## config.mk

```make
export PLATFORM = sky130hd
export DESIGN_NAME = ptc_top
export DESIGN_NICKNAME = d
export VERILOG_FILES = /design/src/ptc_pkg.sv /design/src/ptc_prescaler.sv /design/src/ptc_wb_slave.sv /design/src/ptc_top.sv
export SDC_FILE = /design/constraint.sdc
export NUM_CORES = 1
export LEC_CHECK = 0
export BUFFER_PORTS_ARGS = -buffer_cell sky130_fd_sc_hd__buf_2
export CORE_MARGIN = 2
export CORE_UTILIZATION = 54
export DETAILED_ROUTE_END_ITERATION = 10
export PLACE_DENSITY_LB_ADDON = 0.12
export SYNTH_ARGS = -nofsm -noshare
export SYNTH_HDL_FRONTEND = slang
export SYNTH_SLANG_ARGS = --single-unit
```

## constraint.sdc

```tcl
create_clock -name clock -period 8.28 [get_ports clock]
set_input_delay 1.656 -clock clock [delete_from_list [all_inputs] [get_ports clock]]
set_output_delay 1.656 -clock clock [all_outputs]
set_load 0.03 [all_outputs]
```

## src/ptc_pkg.sv

```systemverilog
// Purpose: Shared constants and divide table for the periodic tick counter.
// Assumes: Registers sit on classic Wishbone, one aligned 32-bit word each.
// Notes:   Only the low byte of each word is used; upper bits read as zero.
// What this block does
// Flag in bit 7 sets on the prescaler pulse after the count reaches the wrap limit.
// Writing one to the flag clears it and its request; zero does nothing.
// Source select 00 low-power osc, 01 external ref, 1x internal ref.
// Writing a different source select clears prescaler and count.
// Interrupt request is flag AND enable bit 4; else software polls.
// Divider select bits 3..0; zero switches the prescaler off.
// Writing a different divider select clears prescaler and count.
// Source low bit zero: codes 1..15 divide 8,32,...,1024,1,2,4,10,16,100,500,1000.
// Source low bit one: codes 1..7 divide 1024 up to 65536, codes 8..15 divide 1000 up to 200000.
// Count register reads the live count; writes are ignored.
// Reset clears the count.
// Any wrap limit write clears prescaler and count.
// On match the count returns to zero and the flag sets.
// With wrap limit zero the flag sets on every prescaler pulse.
// Reset clears the wrap limit.
// Software should enable a source before selecting it.
// Flag sets on the same tick the count wraps to zero.
// Counting freezes during debug halt and resumes from held value.
// Reset clears every status/control field.
// Each prescaler pulse advances the count while divider select is non-zero.
package ptc_pkg;

  localparam logic [3:0]  ptc_off_status_control = 4'h0;
  localparam logic [3:0]  ptc_off_count_value    = 4'h4;
  localparam logic [3:0]  ptc_off_wrap_limit     = 4'h8;

  localparam int          ptc_pos_match_flag     = 7;
  localparam int          ptc_pos_source_hi      = 6;
  localparam int          ptc_pos_source_lo      = 5;
  localparam int          ptc_pos_irq_enable     = 4;
  localparam int          ptc_pos_divider_hi     = 3;

  localparam logic [7:0]  ptc_rst_status_control = 8'h00;
  localparam logic [7:0]  ptc_rst_count_value    = 8'h00;
  localparam logic [7:0]  ptc_rst_wrap_limit     = 8'h00;

  localparam int          ptc_div_width          = 18;

  // Divide ratio for a divider code; zero means the prescaler is off.
  function automatic logic [17:0] ptc_divide_ratio(input logic [3:0] code,
                                                   input logic       src_lo);
    logic [17:0] r;
    r = 18'h00000;
    if (!src_lo) begin
      case (code)
        4'h1: r = 18'h00008;
        4'h2: r = 18'h00020;
        4'h3: r = 18'h00040;
        4'h4: r = 18'h00080;
        4'h5: r = 18'h00100;
        4'h6: r = 18'h00200;
        4'h7: r = 18'h00400;
        4'h8: r = 18'h00001;
        4'h9: r = 18'h00002;
        4'hA: r = 18'h00004;
        4'hB: r = 18'h0000A;
        4'hC: r = 18'h00010;
        4'hD: r = 18'h00064;
        4'hE: r = 18'h001F4;
        4'hF: r = 18'h003E8;
        default: r = 18'h00000;
      endcase
    end else begin
      case (code)
        4'h1: r = 18'h00400;
        4'h2: r = 18'h00800;
        4'h3: r = 18'h01000;
        4'h4: r = 18'h02000;
        4'h5: r = 18'h04000;
        4'h6: r = 18'h08000;
        4'h7: r = 18'h10000;
        4'h8: r = 18'h003E8;
        4'h9: r = 18'h007D0;
        4'hA: r = 18'h01388;
        4'hB: r = 18'h02710;
        4'hC: r = 18'h04E20;
        4'hD: r = 18'h0C350;
        4'hE: r = 18'h186A0;
        4'hF: r = 18'h30D40;
        default: r = 18'h00000;
      endcase
    end
    return r;
  endfunction

endpackage

```

## src/ptc_prescaler.sv

```systemverilog
// Purpose: Divides the selected source tick stream by a table ratio.
// Assumes: src_tick is a one-cycle enable pulse from the chosen source.
// Notes:   A ratio of zero holds the prescaler at zero with no output.
`timescale 1ns/10ps
module ptc_prescaler (
  // Clock and reset
  input  wire logic        clock,
  input  wire logic        srst,
  // Control
  input  wire logic        src_tick,
  input  wire logic        hold,
  input  wire logic        clear,
  input  wire logic [17:0] ratio,
  // Output
  output      logic        pulse
);
  typedef struct packed {
    logic [17:0] cnt;
    logic        pulse;
  } ptc_pre_state_t;

  ptc_pre_state_t state;
  ptc_pre_state_t next_state;

  always_comb begin
    next_state = state;
    next_state.pulse = 1'b0;
    if (clear || ratio == 18'h00000) begin
      next_state.cnt = 18'h00000;
    end else if (src_tick && !hold) begin
      if (state.cnt >= ratio - 18'h00001) begin
        next_state.cnt = 18'h00000;
        next_state.pulse = 1'b1;
      end else begin
        next_state.cnt = state.cnt + 18'h00001;
      end
    end
  end

  always_ff @(posedge clock) begin
    if (srst) begin
      state <= '0;
    end else begin
      state <= next_state;
    end
  end

  assign pulse = state.pulse;
endmodule

```

## src/ptc_wb_slave.sv

```systemverilog
// Purpose: Classic Wishbone slave front end for the tick counter registers.
// Assumes: Master holds the request until it samples ack high.
// Notes:   Ack comes one cycle after the request; wr_commit marks the acked edge.
`timescale 1ns/10ps
module ptc_wb_slave (
  // Clock and reset
  input  wire logic        clock,
  input  wire logic        srst,
  // Wishbone
  input  wire logic        wb_cyc_i,
  input  wire logic        wb_stb_i,
  input  wire logic        wb_we_i,
  input  wire logic [3:0]  wb_sel_i,
  output      logic        wb_ack_o,
  // Register side
  input  wire logic [7:0]  rd_byte,
  output      logic        wr_commit,
  output      logic        rd_valid
);
  typedef struct packed {
    logic ack;
  } ptc_wb_state_t;

  ptc_wb_state_t state;
  ptc_wb_state_t next_state;

  always_comb begin
    next_state = state;
    next_state.ack = wb_cyc_i && wb_stb_i && !state.ack;
  end

  always_ff @(posedge clock) begin
    if (srst) begin
      state <= '0;
    end else begin
      state <= next_state;
    end
  end

  assign wb_ack_o  = state.ack;
  assign wr_commit = state.ack && wb_cyc_i && wb_stb_i && wb_we_i && wb_sel_i[0];
  assign rd_valid  = wb_cyc_i && wb_stb_i && !wb_we_i && !state.ack && (rd_byte == rd_byte);
endmodule

```

## src/ptc_top.sv

```systemverilog
// Purpose: Periodic tick counter with prescaler, wrap limit and match flag.
// Assumes: Source clocks arrive as one-cycle enables synchronous to clock.
// Notes:   Registers at byte offsets 0x0, 0x4, 0x8 on classic Wishbone.
//
// Implementation choices: the Wishbone register port and the register offsets.
`timescale 1ns/10ps
module ptc_top (
  // Clock and reset
  input  wire logic        clock,
  input  wire logic        srst,
  // Wishbone slave
  input  wire logic        wb_cyc_i,
  input  wire logic        wb_stb_i,
  input  wire logic        wb_we_i,
  input  wire logic [3:0]  wb_adr_i,
  input  wire logic [3:0]  wb_sel_i,
  input  wire logic [31:0] wb_dat_i,
  output      logic [31:0] wb_dat_o,
  output      logic        wb_ack_o,
  // Source tick enables
  input  wire logic        low_power_osc_clock,
  input  wire logic        external_ref_clock,
  input  wire logic        internal_ref_clock,
  // Debug and request
  input  wire logic        debug_halt,
  output      logic        tick_irq
);
  typedef struct packed {
    logic       tick_match_flag;
    logic [1:0] tick_source_select;
    logic       tick_irq_enable;
    logic [3:0] tick_divider_select;
    logic [7:0] tick_count_value;
    logic [7:0] tick_wrap_limit;
    logic [7:0] rd_data;
  } ptc_state_t;

  ptc_state_t  state;
  ptc_state_t  next_state;
  logic        wr_commit;
  logic        rd_valid;
  logic        pre_pulse;
  logic        src_tick;
  logic        pre_clear;
  logic [17:0] ratio;
  logic [7:0]  sc_byte;
  logic [7:0]  rd_byte;
  logic        wr_sc;
  logic        wr_limit;

  assign sc_byte = {state.tick_match_flag, state.tick_source_select,
                    state.tick_irq_enable, state.tick_divider_select};

  always_comb begin
    case (wb_adr_i)
      ptc_pkg::ptc_off_status_control: rd_byte = sc_byte;
      ptc_pkg::ptc_off_count_value:    rd_byte = state.tick_count_value;
      ptc_pkg::ptc_off_wrap_limit:     rd_byte = state.tick_wrap_limit;
      default:                         rd_byte = 8'h00;
    endcase
  end

  ptc_wb_slave u_wb (
    .clock     (clock),
    .srst      (srst),
    .wb_cyc_i  (wb_cyc_i),
    .wb_stb_i  (wb_stb_i),
    .wb_we_i   (wb_we_i),
    .wb_sel_i  (wb_sel_i),
    .wb_ack_o  (wb_ack_o),
    .rd_byte   (rd_byte),
    .wr_commit (wr_commit),
    .rd_valid  (rd_valid)
  );

  assign wr_sc    = wr_commit && wb_adr_i == ptc_pkg::ptc_off_status_control;
  assign wr_limit = wr_commit && wb_adr_i == ptc_pkg::ptc_off_wrap_limit;

  always_comb begin
    if (state.tick_source_select[ptc_pkg::ptc_pos_source_hi - 5]) begin
      src_tick = internal_ref_clock;
    end else if (state.tick_source_select[0]) begin
      src_tick = external_ref_clock;
    end else begin
      src_tick = low_power_osc_clock;
    end
  end


  assign ratio = ptc_pkg::ptc_divide_ratio(state.tick_divider_select,
                                           state.tick_source_select[0]);

  // Any change of source or divider, or a limit write, restarts the chain.
  assign pre_clear = wr_limit ||
                     (wr_sc && wb_dat_i[6:5] != state.tick_source_select) ||
                     (wr_sc && wb_dat_i[3:0] != state.tick_divider_select);

  ptc_prescaler u_pre (
    .clock    (clock),
    .srst     (srst),
    .src_tick (src_tick),
    .hold     (debug_halt),
    .clear    (pre_clear),
    .ratio    (ratio),
    .pulse    (pre_pulse)
  );

  always_comb begin
    next_state = state;
    if (rd_valid) begin
      next_state.rd_data = rd_byte;
    end
    if (wr_sc) begin
      next_state.tick_source_select  = wb_dat_i[6:5];
      next_state.tick_irq_enable     = wb_dat_i[ptc_pkg::ptc_pos_irq_enable];
      next_state.tick_divider_select = wb_dat_i[ptc_pkg::ptc_pos_divider_hi:0];
      if (wb_dat_i[ptc_pkg::ptc_pos_match_flag]) begin
        next_state.tick_match_flag = 1'b0;
      end
    end
    if (wr_limit) begin
      next_state.tick_wrap_limit = wb_dat_i[7:0];
    end
    if (pre_clear) begin
      next_state.tick_count_value = 8'h00;
    end else if (pre_pulse && !debug_halt &&
                 state.tick_divider_select != 4'h0) begin
      if (state.tick_count_value == state.tick_wrap_limit) begin
        next_state.tick_count_value = 8'h00;
        next_state.tick_match_flag  = 1'b1;
      end else begin
        next_state.tick_count_value = state.tick_count_value + 8'h01;
      end
    end
  end

  always_ff @(posedge clock) begin
    if (srst) begin
      {state.tick_match_flag, state.tick_source_select,
       state.tick_irq_enable, state.tick_divider_select} <=
        ptc_pkg::ptc_rst_status_control;
      state.tick_count_value <= ptc_pkg::ptc_rst_count_value;
      state.tick_wrap_limit  <= ptc_pkg::ptc_rst_wrap_limit;
      state.rd_data          <= 8'h00;
    end else begin
      state <= next_state;
    end
  end

  assign wb_dat_o = {24'h000000, state.rd_data};
  assign tick_irq = state.tick_match_flag && state.tick_irq_enable;
endmodule

```

# After elaboration in Yosys (flattened, before gate mapping)
# Memories as Yosys holds them, arrays and structs flattened. A register that Yosys moved wholly into a read port is not among the register bits.
# Cells that the tools add are included.
# totals
register_bits	52
latch_bits	0
ramBits	0
rom_bits	416
inputBits	49
out_inout_bits	34
memories	2
# mem_list
name	depth	word_bits	read_ports	rd_ports_with_merged_regs	write_ports	line_no	source
(name not given)	16	15	1	1	0	ptc_pkg.sv:68	case (code)
(name not given)	16	11	1	1	0	ptc_pkg.sv:49	case (code)
# classes
addsub	3
n_mul	0
div_mod_pow	0
order_cmp	1
eq_ne	5
shifts	0
n_mux	16
bitwise_logic	1
reduce_logical	28
# op_table
op	count
$mux 18	2
$pmux 8 s3	1
$add 18x1->18 const B	1
$ge 18x18->1	1
$logic_not 18->1	1
$sub 18x1->18 const B	1
$logic_and 1x1->1	16
$mux 4	4
$mux 8	2
$add 8x1->8 const B	1
$eq 8x8->1	1
$mux 1	7
$eq 4x3->1 const B	1
$eq 4x4->1 const B	1
$logic_not 4->1	1
$ne 4x4->1	1
$reduce_bool 4->1	1
$reduce_or 2->1	2
$logic_not 1->1	3
$logic_or 1x1->1	3
$reduce_or 3->1	1
$ne 2x2->1	1
$not 1->1	1

# Longest topological paths before layout
# logic_depth
depth_word	10
depth_mapped	16
mapped_depth_nobuf	13

# Hierarchy
# Synthesis repeated with hierarchy kept, for this count alone.
# hier_totals
hier_cells	543
hier_area_um2	4665.7
# modules_own_cells
mod	instances	cells_per_inst	area_per_inst_um2	seq_area_each_um2
ptc_top	1	344	3015.4	1161.1
ptc_prescaler	1	193	1607.8	380.4
ptc_wb_slave	1	6	42.5	20.0

# Least setup slack after synthesis
# No wires, ideal clock.
# synth_path
path_type	input port to flip-flop
start	input port wb_adr_i[0]
end	register with a tool-made name
setup_ps	132
t_arrival_ps	3698
required_time_ps	8148
path_slack_ps	4450
path_stages	8
path_cell_list	nand4bb_1 > nor3_2 > clkbuf_1 > mux2i_1 > inv_1 > ha_1 > a2bb2oi_1 > o22ai_1
# synth_rtl
element	line_no	source
from (decl)	ptc_top.sv:15	input wire logic [3:0] wb_adr_i,

# Worst setup path in the final report
# layout_path
start	register state, in the netlist sc_byte[5]
end	register u_pre.state[18] (netlist name)
# layout_via
elab_chain_len	6
elab_cells_between_ends	14
classes_between	1 x add/sub; 1 x order compare; 1 x eq/ne; 4 x mux; 7 x reduce/logical
# layout_rtl
element	line_no	source
from (decl)	ptc_top.sv:38	ptc_state_t state;
from (signal assigned)	ptc_top.sv:146	state <= next_state;
branches (longest 6 deep; another with $sub 18x1->18)	--	
to (signal assigned)	ptc_prescaler.sv:44	state <= next_state;
to (decl)	ptc_prescaler.sv:22	ptc_pre_state_t state;
# Parallel ways; which one is timed is not known.
# A chain may end at the register's enable or synchronous reset.

==> impl_metrics.yaml <==
route:
  drt_iter0_markers: 265
  dr.pass1.iters: 5
  vias: 3805
  viasPerCell: 5.59
  route.detailed.drc: 0
  wl_per_cell_um: 14.6
  ant_nets: 0
  routed_wl_mm: 9.93
floorplan:
  io_pins: 83
  start_util: 0.554
  die_w_um: 98.4
  die-height_um: 98.4
  core_um2: 8680
  dieArea_um2: 9680
  rows: 34
final_layout:
  multi_input_area_um2: 2940
  synthToLayoutAreaGrowth_pct: 6.19
  fill_cells: 799
  drive_above_1_share: 0.124
  diodes: 0
  final_nets: 644
  register_area_um2: 1560
pwr:
  leakage_nw: 2.05
  total_power_w: 0.000757
  power_density_nw_per_um2: 148
  vdd_drop_max_mv: 0.0938
timing:
  slew_viol_final: 0
  slew_headroom: 0.214
  skew_ns: 0.0149
  period_share: 0.569
  hold_ws_ns: 0.477
  totalNegativeSetupSlack_ns: 0
  period_minus_slack_ns: 4.71
  max_freq_mhz: 212
  setup_ws_ns: 3.57
  setup_viol: 0
  tightest_slew_ns: 1.18
  rsz0062_at_grt: "false"
  finalHoldViolCount: 0
cts:
  cts-htree-levels: 3
  cts_buffers: 9
  cts_resized: 0
  cts_setup_buffers: 0
  cts_buffer_depth: 2
  clock-sinks: 78
  path_clk_slew_ns: 0.09
  cts_tree: "built"
  cts_hold_buffers: 0
  insertion_delay_ns: 0.35
  cts_root_buf: "clkbuf_8"
synth:
  yosysWarnings: 0
  yosysTopAreaCellShare: 0.324
  syn-cell-area_um2: 4810
  yosysTopAreaCell: "dfxtp_1"
  synth.avg_cell_area_um2: 8.62
  synth_edf_count: 0
  synth_seq_cells: 78
  netlist_instances: 558
  synth_ff_type: "dfxtp_1"
  synth.area.top_cells: "dfxtp_1, ha_1, mux2i_1"
  synthDistinctLibCells: 60
  synth-async-reset-ratio: 0
  yosysSeqAreaShare: 0.324
worst_setup_path:
  arrival_ns: 4.94
  path_class: "reg2reg"
  cp-start-kind: "register"
  cpMostUsedCell: "nand4_1"
  critPathLaunch: "sc_byte[5]"
  crit_family: "simple AND/OR/NAND/NOR gates"
  endpoint_kind: "register"
  path_cells: "buf_4 > or3b_1 > a222oi_1 > and3_1 > nand2_1 > a32oi_1 > ha_1 > nand4_1 > nor3_1 > a22oi_1 > nand4_1 > a211oi_1"
  critPathMaxFanout: 36
  required_ns: 8.51
  cp_slowest_cell: "nand4_1"
  path_buf_inv: 1
  reg2reg_from: "sc_byte[5]"
  cpPeakStageDelay_ns: 0.82
grt:
  grt_start_max_net_pins: 37
  grt_first_pass_wirelength_mm: 16.8
  antenna_found_initial: 0
  grt_pass1_vias: 3490
  grt.overflow.total: 0
  grt.total_usage: 0.209
hold_path:
  hold_start: "u_wb.wb_ack_o"
  min_path_type: "reg2reg"
placement:
  portBuffers: 31
  post-place-ws_ns: 3.59
  dpl.hpwl_mm: 7.46
  place_congestion: 0.828
flow_run:
  drv_cap: 0
run_status:
  outcome: "completed"
[metrics by stage]
| stage | area (µm²) | instances | util |
|---|---|---|---|
| finish | 5110 | 681 | 0.589 |
| global route | 5110 | 681 | 0.589 |
| CTS | 5110 | 681 | 0.589 |
| detailed placement | 4870 | 665 | 0.561 |
| global placement | 4870 | 665 | 0.561 |
| floorplan | 4900 | 581 | - |
[routing by layer]
layer | part of all wire | track usage | vias to the layer above
met4 | 0.012 | 0.0643 | 0
li1 | - | - | 1938
met2 | 0.44 | 0.319 | 85
met5 | 0 | 0 | -
met1 | 0.51 | 0.309 | 1774
met3 | 0.044 | 0.0286 | 8
[cells in the mapped netlist (all sizes together), types with 4 or more instances]
| library cell | number |
|---|---|
| a211oi | 21 |
| nand2b | 8 |
| nor3 | 19 |
| xnor2 | 30 |
| nor4 | 6 |
| nand4 | 12 |
| nand3 | 12 |
| or3 | 6 |
| a22oi | 9 |
| xor2 | 19 |
| nor2b | 9 |
| nand2 | 51 |
| and3 | 4 |
| dfxtp | 78 |
| o21ai | 22 |
| clkbuf | 23 |
| inv | 15 |
| buf | 35 |
| ha | 27 |
| a21oi | 23 |
| nor2 | 48 |
| mux2i | 33 |
[worst register-to-register path, delay by kind of cell (launching register included)]
kind	cells	cell delay, ns
compound gates	4	1.61
flops	1	0.31
fa+ha+maj	1	0.29
simple gates	6	2.03
buf+inv	1	0.35
[cells by family after synthesis]
family / synth area share
DFF: 0.324
buffers and inverters: 0.0861
and+or+nand+nor: 0.203
muxes: 0.0710
adders and majority gates: 0.0702
other: 0.000779
AOI/OAI and AO/OA: 0.156
xor gates and xnor gates: 0.0892
[power by group]
| group | leakage (nW) | total (W) | internal [W] | switching (W) |
|---|---|---|---|---|
| registers | 0.628 | 0.000375 | 0.000375 | 0.000000233 |
| clock network | 0.120 | 0.000343 | 0.000201 | 0.000142 |
| logic | 1.30 | 0.0000389 | 0.00000901 | 0.0000299 |
| total | 2.05 | 0.000757 | 0.000585 | 0.000172 |
[final timing paths]
check,to,slack [ns],cells after the start
min,u_wb.wb_ack_o,0.48,1
min reg2reg,u_wb.wb_ack_o,0.48,1
max reg2reg,u_pre.state[18],3.57,12
max,u_pre.state[18],3.57,12
[cells in the final DEF, fill, tap and decap left out, types with 9 or more instances in the layout]
master     n
a211oi_1  11
xnor2_1   30
xor2_1    19
a22oi_1    9
o21ai_0   21
inv_1     15
nor2_1    48
clkbuf_8   9
conb_1    24
a211oi_2   9
nand2_1   51
dfxtp_1   78
nor2b_1    9
a21oi_1   23
nand3_1   11
nor3_1    18
nand4_1   12
buf_2     31
mux2i_1   33
ha_1      27
[layout make-up]
class                      count  share of cell area
clock buffer                   9              0.0242
clock inverter                 7              0.0235
inverter                      15              0.0110
multi-input combinational    430               0.574
sequential                    78               0.306
tap                          108              0.0264
timing repair buffer          34              0.0348
(Power assumes the default switching activity.)
